## src/tgc_pkg.sv

```systemverilog
// Constants shared by the timer control register block
package tgc_pkg;
  // ************************************************************
  // Register map
  // ************************************************************
  localparam int          ADDR_W      = 20;
  localparam logic [19:0] ADDR_CLK_EN = 20'hF007A;
  localparam logic [19:0] ADDR_MODE   = 20'hF0250;
  localparam logic [19:0] ADDR_PHASE  = 20'hF0251;
  localparam logic [19:0] ADDR_SRC    = 20'hF0252;
  localparam logic [19:0] ADDR_IEN    = 20'hF0253;
  localparam logic [19:0] ADDR_STAT   = 20'hF0254;
  localparam logic [7:0]  RST_REG     = 8'h00;

  // ************************************************************
  // Field positions
  // ************************************************************
  localparam int CLK_GATE_BIT = 6;
  localparam int MODE_RUN     = 7;
  localparam int MODE_CAPB    = 6;
  localparam int MODE_DFCK_LO = 4;
  localparam int MODE_DFB     = 3;
  localparam int MODE_PWM     = 2;
  localparam int MODE_DFA     = 1;
  localparam int MODE_PHASE   = 0;
  localparam int SRC_CLR_LO   = 5;
  localparam int SRC_EDGE_LO  = 3;
  localparam int SRC_SEL_LO   = 0;
  localparam int STAT_DIR     = 4;
  localparam int STAT_OVF     = 3;
  localparam int STAT_UDF     = 2;
  localparam int STAT_MB      = 1;
  localparam int STAT_MA      = 0;

  // ************************************************************
  // Encodings and counts
  // ************************************************************
  localparam logic [2:0] SRC_DIV1  = 3'h0;
  localparam logic [2:0] SRC_DIV2  = 3'h1;
  localparam logic [2:0] SRC_DIV4  = 3'h2;
  localparam logic [2:0] SRC_DIV8  = 3'h3;
  localparam logic [2:0] SRC_DIV32 = 3'h4;
  localparam logic [2:0] SRC_EXTA  = 3'h5;
  localparam logic [2:0] SRC_EXTB  = 3'h7;
  localparam logic [1:0] CLR_NONE  = 2'h0;
  localparam logic [1:0] CLR_A     = 2'h1;
  localparam logic [1:0] CLR_B     = 2'h2;
  localparam logic [1:0] EDGE_RISE = 2'h0;
  localparam logic [1:0] EDGE_FALL = 2'h1;
  localparam logic [1:0] EDGE_BOTH = 2'h2;
  localparam int         PRESC_W   = 5;
  localparam int         FILT_N    = 3;
  localparam logic       PWM_INIT  = 1'b0;

  typedef logic [7:0] tgc_byte_t;
endpackage : tgc_pkg

```

## src/tgc_timer_ctrl.sv

```systemverilog
// Timer control/status registers, count source, filters and flags
`timescale 1ns/1ps
`default_nettype none
// Behaviour
// - Clock gate bit 6 low: timer writes ignored, timer reads give zero.
// - Run bit counts; clearing it stops counting and resets PWM pin A level.
// - Capture B comes from filtered pin B, or event link input when set.
// - Filter clock: 00 div32, 01 div8, 10 system clock, 11 count source.
// - Enabled pin filters detect edges within five sample clocks.
// - Phase select off counts count source; on counts up/down from phases.
// - PWM select chooses timer mode or PWM mode.
// - Enables 7, 6, 5, 4 permit increments on their phase conditions.
// - Enables 3, 2, 1, 0 permit decrements on their phase conditions.
// - Clear source: none, match/capture A, or match/capture B.
// - External edge field: rising, falling or both edges.
// - Edge field applies only to external count sources.
// - Count source: fclk, /2, /4, /8, /32, pin A, pin B.
// - Phase counting mode overrides count source and edge fields for counting; filter clock 11 still uses them.
// - Interrupt enables gate overflow, underflow, match B, match A.
// - Direction flag reads 0 while decrementing.
// - Direction flag reads 1 while incrementing.
// - Overflow on FFFF to 0000, underflow on 0000 to FFFF.
// - Flag clears only by writing 0 after reading it as 1.
// - Match flags set on compare equality or on capture.
module tgc_timer_ctrl
  import tgc_pkg::*;
#(
  parameter int CNT_W = 16
) (
  input  wire logic             clock,                   // System clock
  input  wire logic             rst_n,                   // Sync reset, low
  input  wire logic [ADDR_W-1:0] sfr_addr,               // Register address
  input  wire logic             sfr_wr,                  // Write strobe
  input  wire logic             sfr_rd,                  // Read strobe
  input  wire logic [7:0]       sfr_wdata,               // Write data
  output logic      [7:0]       sfr_rdata_r,             // Read data
  input  wire logic             ext_clock_phase_a,       // Clock / phase A
  input  wire logic             ext_clock_phase_b,       // Clock / phase B
  input  wire logic             capture_compare_pin_a_i, // Pin A level
  input  wire logic             capture_compare_pin_b_i, // Pin B level
  output logic                  capture_compare_pin_a_o_r,    // Pin A drive
  output logic                  capture_compare_pin_a_oe_n_r, // Pin A enable
  input  wire logic             event_link_unit_capture, // Event pulse
  input  wire logic             cap_use_a,               // A in capture use
  input  wire logic             cap_use_b,               // B in capture use
  input  wire logic [1:0]       cap_edge_a,              // A capture edge
  input  wire logic [1:0]       cap_edge_b,              // B capture edge
  input  wire logic [CNT_W-1:0] general_reg_a,           // Compare value A
  input  wire logic [CNT_W-1:0] general_reg_b,           // Compare value B
  output logic      [CNT_W-1:0] main_counter_r,          // Counter value
  output logic                  capture_a_strobe_r,      // Load GR A
  output logic                  capture_b_strobe_r,      // Load GR B
  output logic                  irq_r                    // Interrupt
);

  // ************************************************************
  // Declarations
  // ************************************************************
  tgc_byte_t          peripheral_clock_enable_1_r, mode_r, phase_r, src_r;
  logic [3:0]         ien_r, flags_r, flags_nxt, seen_r;
  logic [PRESC_W-1:0] presc_r;
  logic [CNT_W-1:0]   cnt_nxt;
  logic [2:0]         src_sel;
  logic [1:0]         lvl, lvl_q, raw, den;
  logic [1:0]         dfck, clr_sel, edge_sel;
  logic               dir_r, pa_q, pb_q, en, run, phase_m, wr_stat;
  logic               src_tick, filt_tick, up_p, dn_p, inc, dec, clr, cnt_ev;
  logic               mat_a, mat_b, cap_a_ev, cap_b_ev, ovf_ev, udf_ev;

  function automatic logic edge_hit(input logic [1:0] sel, input logic cur,
                                    input logic prv);
    case (sel)
      EDGE_RISE: edge_hit = cur & ~prv;
      EDGE_FALL: edge_hit = ~cur & prv;
      EDGE_BOTH: edge_hit = cur ^ prv;
      default:   edge_hit = 1'b0;
    endcase
  endfunction : edge_hit

  assign en       = peripheral_clock_enable_1_r[CLK_GATE_BIT];
  assign run      = mode_r[MODE_RUN];
  assign phase_m  = mode_r[MODE_PHASE];
  assign dfck     = mode_r[MODE_DFCK_LO +: 2];
  assign clr_sel  = src_r[SRC_CLR_LO +: 2];
  assign edge_sel = src_r[SRC_EDGE_LO +: 2];
  assign src_sel  = src_r[SRC_SEL_LO +: 3];
  assign wr_stat  = sfr_wr && en && (sfr_addr == ADDR_STAT);

  // ************************************************************
  // Register writes
  // ************************************************************
  always_ff @(posedge clock) begin
    if (!rst_n) begin
      peripheral_clock_enable_1_r <= RST_REG;
    end else if (sfr_wr && sfr_addr == ADDR_CLK_EN) begin
      peripheral_clock_enable_1_r <= sfr_wdata;
    end
  end

  // Gate low holds the timer in reset, so writes are lost
  always_ff @(posedge clock) begin
    if (!rst_n || !en) begin
      mode_r  <= RST_REG;
      phase_r <= RST_REG;
      src_r   <= RST_REG;
      ien_r   <= RST_REG[3:0];
    end else if (sfr_wr) begin
      case (sfr_addr)
        ADDR_MODE:  mode_r  <= sfr_wdata;
        ADDR_PHASE: phase_r <= sfr_wdata;
        ADDR_SRC:   src_r   <= {1'b0, sfr_wdata[6:0]};
        ADDR_IEN:   ien_r   <= sfr_wdata[3:0];
        default:    ;
      endcase
    end
  end

  // ************************************************************
  // Prescaler and count source
  // ************************************************************
  always_ff @(posedge clock) begin
    if (!rst_n || !en) begin
      presc_r <= '0;
      pa_q    <= 1'b0;
      pb_q    <= 1'b0;
      lvl_q   <= 2'b00;
    end else begin
      presc_r <= presc_r + 1'b1;
      pa_q    <= ext_clock_phase_a;
      pb_q    <= ext_clock_phase_b;
      lvl_q   <= lvl;
    end
  end

  always_comb begin
    case (src_sel)
      SRC_DIV1:  src_tick = 1'b1;
      SRC_DIV2:  src_tick = presc_r[0];
      SRC_DIV4:  src_tick = &presc_r[1:0];
      SRC_DIV8:  src_tick = &presc_r[2:0];
      SRC_DIV32: src_tick = &presc_r;
      // Edge field matters only for the pin sources
      SRC_EXTA:  src_tick = edge_hit(edge_sel, ext_clock_phase_a, pa_q);
      SRC_EXTB:  src_tick = edge_hit(edge_sel, ext_clock_phase_b, pb_q);
      default:   src_tick = 1'b0;
    endcase
  end

  always_comb begin
    case (dfck)
      2'h0:    filt_tick = &presc_r;
      2'h1:    filt_tick = &presc_r[2:0];
      2'h2:    filt_tick = 1'b1;
      default: filt_tick = src_tick;
    endcase
  end

  // ************************************************************
  // Pin filters
  // ************************************************************
  assign raw = {capture_compare_pin_b_i, capture_compare_pin_a_i};
  assign den = {mode_r[MODE_DFB], mode_r[MODE_DFA]};

  // Three equal samples pass; worst case edge delay stays within five
  generate
    for (genvar i = 0; i < 2; i++) begin : g_filt
      logic [FILT_N-1:0] samp_r;
      logic              filt_r;
      always_ff @(posedge clock) begin
        if (!rst_n || !en) begin
          samp_r <= '0;
          filt_r <= 1'b0;
        end else begin
          if (filt_tick) begin
            samp_r <= {samp_r[FILT_N-2:0], raw[i]};
          end
          if (&samp_r || ~|samp_r) begin
            filt_r <= samp_r[0];
          end
        end
      end
      assign lvl[i] = den[i] ? filt_r : raw[i];
    end
  endgenerate

  // ************************************************************
  // Count events
  // ************************************************************
  always_comb begin
    up_p = (phase_r[7] & ~ext_clock_phase_a & ext_clock_phase_b & ~pb_q)
         | (phase_r[6] & ext_clock_phase_b & ext_clock_phase_a & ~pa_q)
         | (phase_r[5] & ext_clock_phase_a & ~ext_clock_phase_b & pb_q)
         | (phase_r[4] & ~ext_clock_phase_b & ~ext_clock_phase_a & pa_q);
    dn_p = (phase_r[3] & ext_clock_phase_b & ~ext_clock_phase_a & pa_q)
         | (phase_r[2] & ~ext_clock_phase_a & ~ext_clock_phase_b & pb_q)
         | (phase_r[1] & ~ext_clock_phase_b & ext_clock_phase_a & ~pa_q)
         | (phase_r[0] & ext_clock_phase_a & ext_clock_phase_b & ~pb_q);
  end

  // Phase mode overrides the source select for counting; filter clock 11 still uses it
  assign inc    = run && (phase_m ? up_p : src_tick);
  assign dec    = run && phase_m && dn_p && !up_p;
  assign cnt_ev = inc || dec;
  assign mat_a  = cnt_ev && !cap_use_a && main_counter_r == general_reg_a;
  assign mat_b  = cnt_ev && !cap_use_b && main_counter_r == general_reg_b;
  assign cap_a_ev = run && cap_use_a && edge_hit(cap_edge_a, lvl[0], lvl_q[0]);
  assign cap_b_ev = run && cap_use_b && (mode_r[MODE_CAPB] ? event_link_unit_capture
                  : edge_hit(cap_edge_b, lvl[1], lvl_q[1]));
  assign clr    = (clr_sel == CLR_A && (mat_a || cap_a_ev))
               || (clr_sel == CLR_B && (mat_b || cap_b_ev));
  assign ovf_ev = (inc || clr) && (&main_counter_r);
  assign udf_ev = dec && !clr && main_counter_r == '0;

  always_comb begin
    if (clr) begin
      cnt_nxt = '0;
    end else if (inc) begin
      cnt_nxt = main_counter_r + 1'b1;
    end else if (dec) begin
      cnt_nxt = main_counter_r - 1'b1;
    end else begin
      cnt_nxt = main_counter_r;
    end
  end

  always_ff @(posedge clock) begin
    if (!rst_n || !en) begin
      main_counter_r <= '0;
      dir_r          <= 1'b0;
    end else begin
      main_counter_r <= cnt_nxt;
      if (inc) begin
        dir_r <= 1'b1;
      end else if (dec) begin
        dir_r <= 1'b0;
      end
    end
  end

  // ************************************************************
  // Flags, interrupt, capture strobes, PWM pin
  // ************************************************************
  // Set beats a same-cycle clear so no event is lost
  always_comb begin
    flags_nxt = flags_r & ~(wr_stat ? (seen_r & ~sfr_wdata[3:0]) : 4'h0);
    flags_nxt = flags_nxt | {ovf_ev, udf_ev, mat_b || cap_b_ev, mat_a || cap_a_ev};
  end

  always_ff @(posedge clock) begin
    if (!rst_n || !en) begin
      flags_r <= 4'h0;
      seen_r  <= 4'h0;
      irq_r   <= 1'b0;
      capture_a_strobe_r <= 1'b0;
      capture_b_strobe_r <= 1'b0;
    end else begin
      flags_r <= flags_nxt;
      if (wr_stat) begin
        seen_r <= 4'h0;
      end else if (sfr_rd && sfr_addr == ADDR_STAT) begin
        seen_r <= flags_r;
      end
      irq_r <= |(flags_r & ien_r);
      capture_a_strobe_r <= cap_a_ev;
      capture_b_strobe_r <= cap_b_ev;
    end
  end

  // PWM: high from match B, low from match A
  always_ff @(posedge clock) begin
    if (!rst_n || !en) begin
      capture_compare_pin_a_o_r    <= PWM_INIT;
      capture_compare_pin_a_oe_n_r <= 1'b1;
    end else begin
      capture_compare_pin_a_oe_n_r <= !mode_r[MODE_PWM];
      if (!run || !mode_r[MODE_PWM]) begin
        capture_compare_pin_a_o_r <= PWM_INIT;
      end else if (mat_a) begin
        capture_compare_pin_a_o_r <= 1'b0;
      end else if (mat_b) begin
        capture_compare_pin_a_o_r <= 1'b1;
      end
    end
  end

  // ************************************************************
  // Register reads
  // ************************************************************
  always_ff @(posedge clock) begin
    if (!rst_n) begin
      sfr_rdata_r <= RST_REG;
    end else if (sfr_rd) begin
      case (sfr_addr)
        ADDR_CLK_EN: sfr_rdata_r <= peripheral_clock_enable_1_r;
        ADDR_MODE:   sfr_rdata_r <= mode_r;
        ADDR_PHASE:  sfr_rdata_r <= phase_r;
        ADDR_SRC:    sfr_rdata_r <= src_r;
        ADDR_IEN:    sfr_rdata_r <= {4'h0, ien_r};
        ADDR_STAT:   sfr_rdata_r <= {3'h0, dir_r, flags_r};
        default:     sfr_rdata_r <= RST_REG;
      endcase
    end
  end
endmodule : tgc_timer_ctrl
`default_nettype wire

```

## config.mk

```make
export PLATFORM = sky130hd
export DESIGN_NAME = tgc_timer_ctrl
export DESIGN_NICKNAME = d
export VERILOG_FILES = /design/src/tgc_pkg.sv /design/src/tgc_timer_ctrl.sv
export SDC_FILE = /design/constraint.sdc
export NUM_CORES = 1
export LEC_CHECK = 0
export BUFFER_PORTS_ARGS = -buffer_cell sky130_fd_sc_hd__buf_2
export CAP_MARGIN = 30
export CORE_MARGIN = 2
export CORE_UTILIZATION = 45
export CTS_CLUSTER_SIZE = 25
export DETAILED_ROUTE_END_ITERATION = 7
export PLACE_DENSITY = 0.67
export SLEW_MARGIN = 20
export SYNTH_ARGS = -nofsm -noshare
export SYNTH_HDL_FRONTEND = slang
export SYNTH_SLANG_ARGS = --single-unit
```

## constraint.sdc

```tcl
create_clock -name clock -period 5.5 [get_ports clock]
set_clock_uncertainty 0.15 [all_clocks]
set_input_delay 0.825 -clock clock [delete_from_list [all_inputs] [get_ports clock]]
set_output_delay 0.825 -clock clock [all_outputs]
set_load 0.02 [all_outputs]
```

# After elaboration in Yosys (flattened, before gate mapping)
# Index checks and enable logic that the tools add are counted.
# Widths: inputs -> output; s select.
dict set report classes {
  addsub 3
  n_eq_ne 24
  n_reduce_logical 63
  mux 16
  bitwise 56
}
# cell count
set ops {}
lappend ops {{$eq 20x20->1 const B} 6}
lappend ops {{$pmux 8 s6} 1}
lappend ops {{$and 1x1->1} 32}
lappend ops {{$eq 16x16->1} 2}
lappend ops {{$mux 16} 2}
lappend ops {{$logic_and 1x1->1} 21}
lappend ops {{$add 16x1->16 const B} 1}
lappend ops {{$logic_not 16->1} 1}
lappend ops {{$reduce_and 16->1} 1}
lappend ops {{$sub 16x1->16 const B} 1}
lappend ops {{$pmux 1 s3} 5}
lappend ops {{$and 4x4->4} 3}
lappend ops {{$eq 2x1->1 const B} 5}
lappend ops {{$eq 2x2->1 const B} 5}
lappend ops {{$logic_not 1->1} 10}
lappend ops {{$reduce_and 2->1} 5}
lappend ops {{$eq 3x3->1 const B} 3}
lappend ops {{$logic_or 1x1->1} 9}
lappend ops {{$reduce_and 3->1} 3}
lappend ops {{$reduce_or 3->1} 3}
lappend ops {{$logic_not 2->1} 4}
lappend ops {{$not 1->1} 8}
lappend ops {{$not 4->4} 2}
lappend ops {{$pmux 1 s7} 1}
lappend ops {{other kinds (13)} 28}
dict set report totals {
  regBits 90
  out_inout_bits 29
  input_bits 75
}

# Longest topological paths before layout
dict set report logic_depth {
  depth_word 19
  depth_mapped 16
}

# Worst setup path before layout
# OpenSTA, ideal clock, no wires.
dict set report synth_timing {
  kind {input to register}
  startpoint {input ext_clock_phase_b}
  endpoint {register main_counter_r[15]}
  cell_stages 14
  arrival_time_ps 4444
  setup_time_ps 127
  required_ps 5223
  setup_slack_ps 779
  path_buffers 0
  path_cell_list {inv_1 ha_1 a2111oi_0 o41ai_2 a211oi_1 inv_1 ha_1 a211oi_1 o21ai_0 a31oi_1 a221oi_1 and4_1 nor4_1 nor3b_2}
}
dict set report synth_via {
  elab_chain_len 15
}
# item line
set synth_rtl {}
lappend synth_rtl {{start, declared} tgc_timer_ctrl.sv:38} ;# input wire logic ext_clock_phase_b,
lappend synth_rtl {{$and 1x1->1 (3 in series)} tgc_timer_ctrl.sv:191} ;# | (phase_r[6] & ext_clock_phase_b & ext_clock_phase_a & ~pa_q)
lappend synth_rtl {{$or 1x1->1} tgc_timer_ctrl.sv:191}
lappend synth_rtl {{$or 1x1->1} tgc_timer_ctrl.sv:192} ;# | (phase_r[5] & ext_clock_phase_a & ~ext_clock_phase_b & pb_q)
lappend synth_rtl {{$or 1x1->1} tgc_timer_ctrl.sv:193} ;# | (phase_r[4] & ~ext_clock_phase_b & ~ext_clock_phase_a & pa_q);
lappend synth_rtl {{$mux 1 *} tgc_timer_ctrl.sv:201} ;# assign inc = run && (phase_m ? up_p : src_tick);
lappend synth_rtl {{$logic_and 1x1->1 *} tgc_timer_ctrl.sv:201}
lappend synth_rtl {{named net inc} tgc_timer_ctrl.sv:67} ;# logic src_tick, filt_tick, up_p, dn_p, inc, dec, clr, cnt_ev;
lappend synth_rtl {{$logic_or 1x1->1} tgc_timer_ctrl.sv:203} ;# assign cnt_ev = inc || dec;
lappend synth_rtl {{$logic_and 1x1->1 (on tied branches) (2 in series)} {tgc_timer_ctrl.sv:204, tgc_timer_ctrl.sv:205}}
lappend synth_rtl {{$logic_or 1x1->1 (on tied branches)} {tgc_timer_ctrl.sv:209, tgc_timer_ctrl.sv:210}}
lappend synth_rtl {{$logic_and 1x1->1 (on tied branches)} {tgc_timer_ctrl.sv:209, tgc_timer_ctrl.sv:210}}
lappend synth_rtl {{$logic_or 1x1->1} tgc_timer_ctrl.sv:210} ;# || (clr_sel == CLR_B && (mat_b || cap_b_ev));
lappend synth_rtl {{$reduce_or 2->1 (no source line)} -}
lappend synth_rtl {{end signal, assigned} tgc_timer_ctrl.sv:231} ;# main_counter_r <= cnt_nxt;
lappend synth_rtl {{end, declared} tgc_timer_ctrl.sv:50} ;# output logic [CNT_W-1:0] main_counter_r,
# The timed path passes the listed nets; every way through them passes the cells marked *.
# A chain may end at the register's enable or synchronous reset.

# Worst setup path in the final report
# Same ends and word-level chain as after synthesis.

==> impl_results.md <==
* Status: finished, final reports clean
* Worst hold path type: reg -> reg
* Lkg Pwr at 2.512 nW
* Most common cell after layout, fill and taps aside: buf_2
* Final TNS setup at 0 ns
* I/O pin count at 104
* Die Area at 12490 um^2
* Num CTS Buffers at 9
* Worst-path fanout max at 14
* Post-Syn Area per Cell at 8.177 um^2
* DP HPWL at 11430 um
* Sequential-to-total area share from yosys stat at 34.48%
* Vias in the first global route at 4943
* Ant diodes at 0
* Via-per-instance ratio at 5.932
* Vias at 5220
* Fin cells at 880
* Max frequency at 0.2058 GHz
* VDD IR-drop max at 145.4 uV
* Slew @ Worst Pin at 0.9198 ns
* Max cap viols at 0
* # port buffers at 103
* Gr ovfl total at 0
* Post-synthesis cell type count at 63
* CTS tree: yes
* Wirelength per Cell at 17.56 um
* Clk buf depth at 2
* Max_slew headroom at 38.45%
* Syn nets at 740
* First-pass GRT wire length at 25040 um
* Post-Synth Simple-Gate Area at 25.31%
* Post-Place Cells at 864
* Final Setup Violations at 0
* Async S/R FF share, synth at 0%
* Mapped Cells at 639
* Post-route cell area at 6126 um^2
* Worst setup EP type: register
* Multiplexer share of the synthesized area at 5.125%
* Critical path arrival at 4.92 ns
* DRC viols at 0
* Hold Fails Final Rpt at 0
* Top cells by area, synth: dfxtp_1, ha_1, a21oi_1
* Antenna Nets Post-Route at 0
* Synth area leader: dfxtp_1
* Period utilization at 88.36%
* DP Area at 5839 um^2
* Antenna violations before repair at 0
* CTS H-tree lvls at 3
* Core footprint at 11370 um^2
* Clk Latency, worst-skew pair at 0.35 ns
* Main combinational cell family by area after synthesis: simple AND/OR/NAND/NOR gates
* Final number of max-transition violations at 0
* Setup slack, reg-to-reg at 0.93 ns
* Tmin final at 4.860 ns
* Crit Path Category: in -> reg
* GPL Wtd Cong at 0.9195
* GRT Total Usage at 24.80%
* CP required at 5.56 ns
* Xor and xnor area share after synthesis at 6.705%
* Initial DRC count at 375
* Mapped cell area at 5225 um^2
* Drt first pass iters at 6
* CTS clk-pin slew, worst paths at 0.07 ns
* Fraction of the mapped netlist area in compound gates at 17.82%
* RSZ-0062 raised after global routing: false
* Most used DFF post-synth: dfxtp_1
* PD cells at 217.5 nW/um^2
* Height of the die at 111.8 um
* Die X at 111.8 um
* Area grow syn2layout at 17.24%
* Yosys warning count at 0
* Yosys reg bits at 90
* PostCTS Resize Cnt at 0
* Worst path cell trace: buf_2, inv_1, ha_1, a2111oi_0, o41ai_2, a211oi_1, inv_1, ha_1, o21ai_0, o21ai_0, a31oi_1, a221oi_1, nor3_1, nor4_1, nor3b_2
* Root buffer cell: clkbuf_16
* Layout Utilization at 53.88%
* EDFF count, synth at 0
* Most frequent cells in the layout: buf_2, dfxtp_1, nand2_1, a21oi_1, nor2_1
* Crit-path max cell delay at 0.56 ns
* # clock sinks at 90
* Nets at 833
* Initial core utilization at 45.96%
* Crit-path leading delay family: compound AO/OA/AOI/OAI gates
* Slowest CP cell: a2111oi_0
* Setup Buffers After CTS at 0
* Pin count of the biggest net entering global routing at 48
* CP Launch Type: input port
* Synth Area in Adders at 6.370%
* Synth top area share at 34.48%
* Hold-fix buffers, CTS at 0
* Core Rows at 39
* WL final at 15460 um
* Buf+Inv Stages, Crit Path at 3
* Overall Power at 1.333 mW
* Layout cell share with drive strength beyond 1 at 19.67%
-- worst paths after layout --
path                       start                  to  cells past startpoint
max            ext_clock_phase_b  main_counter_r[15]                     15
min          g_filt[0].samp_r[0]    g_filt[0].filt_r                      2
max reg2reg                 pb_q  main_counter_r[15]                     13
min reg2reg  g_filt[0].samp_r[0]    g_filt[0].filt_r                      2
-- worst min-delay path: cells and delay by family, from the launching register on --
| kind | cells | cell delay (ns) |
|---|---|---|
| AO/OA/AOI/OAI | 1 | 0.05 |
| flip-flops | 1 | 0.32 |
| AND/OR/NAND/NOR | 1 | 0.05 |
-- logic make-up (layout without fill, tap and decap cells) --
group / count (synthesis) / count (layout)
flops: 90 / 90
fa+ha+maj: 26 / 26
xor+xnor: 40 / 40
mux: 25 / 25
compound gates: 143 / 143
buf+inv: 51 / 149
simple gates: 264 / 264
-- synthesized netlist by cell type (all sizes together), types with 5 or more instances --
library cell and n:
nand3 43, o21ai 20, nor2b 11, nor3 15, a221oi 5, nand2 72, and2 5, a21o 8
clkbuf 19, nor4 14, mux2i 20, nor2 55, ha 25, or3 5, buf 9, nand2b 5
dfxtp 90, inv 22, a22oi 7, nand4 9, a21boi 9, and3 7, a31oi 6, xnor2 11
a21oi 56, xor2 29
-- final cells by class --
cell class	instances	area [um^2]
tap	143	178.9
fill	1109	5244
clock buffer	10	239.0
inverter	23	86.33
timing repair buffer	110	568.0
clock inverter	6	47.55
multi-input combinational	498	3204
sequential	90	1802
-- routing by layer --
layer	vias up	track usage, %	wire (um)
met5	-	0	0
met1	2459	34.67	6962
met3	30	4.083	1181
met2	240	38.87	6971
li1	2491	-	-
met4	0	8.724	342
-- through the flow --
stage / hold slack [ns] / setup WS, ns
final: 0.3177 / 0.6402
after global routing: 0.3464 / 0.1946
after CTS: 0.3154 / 0.6689
after detailed placement: 0.3025 / 0.3701
after global placement: 0.2992 / 0.6188
after floorplan: 0.2393 / 0.7786
-- where the power goes --
part / total [mW] / internal, mW / switching, mW
clock network: 0.607 / 0.325 / 0.282
registers: 0.653 / 0.653 / 0.000693
logic: 0.0720 / 0.0336 / 0.0384
-- state kept, by name, indices dropped and copies added (netlist names), 2 cells and up --
| name | flops |
|---|---|
| flags_r | 4 |
| g_filt.filt_r | 2 |
| g_filt.samp_r | 6 |
| ien_r | 4 |
| lvl_q | 2 |
| main_counter_r | 16 |
| mode_r | 8 |
| peripheral_clock_enable_1_r | 8 |
| phase_r | 8 |
| presc_r | 5 |
| seen_r | 4 |
| sfr_rdata_r | 8 |
| src_r | 7 |
Note: power is estimated with default switching activity, not from simulation.
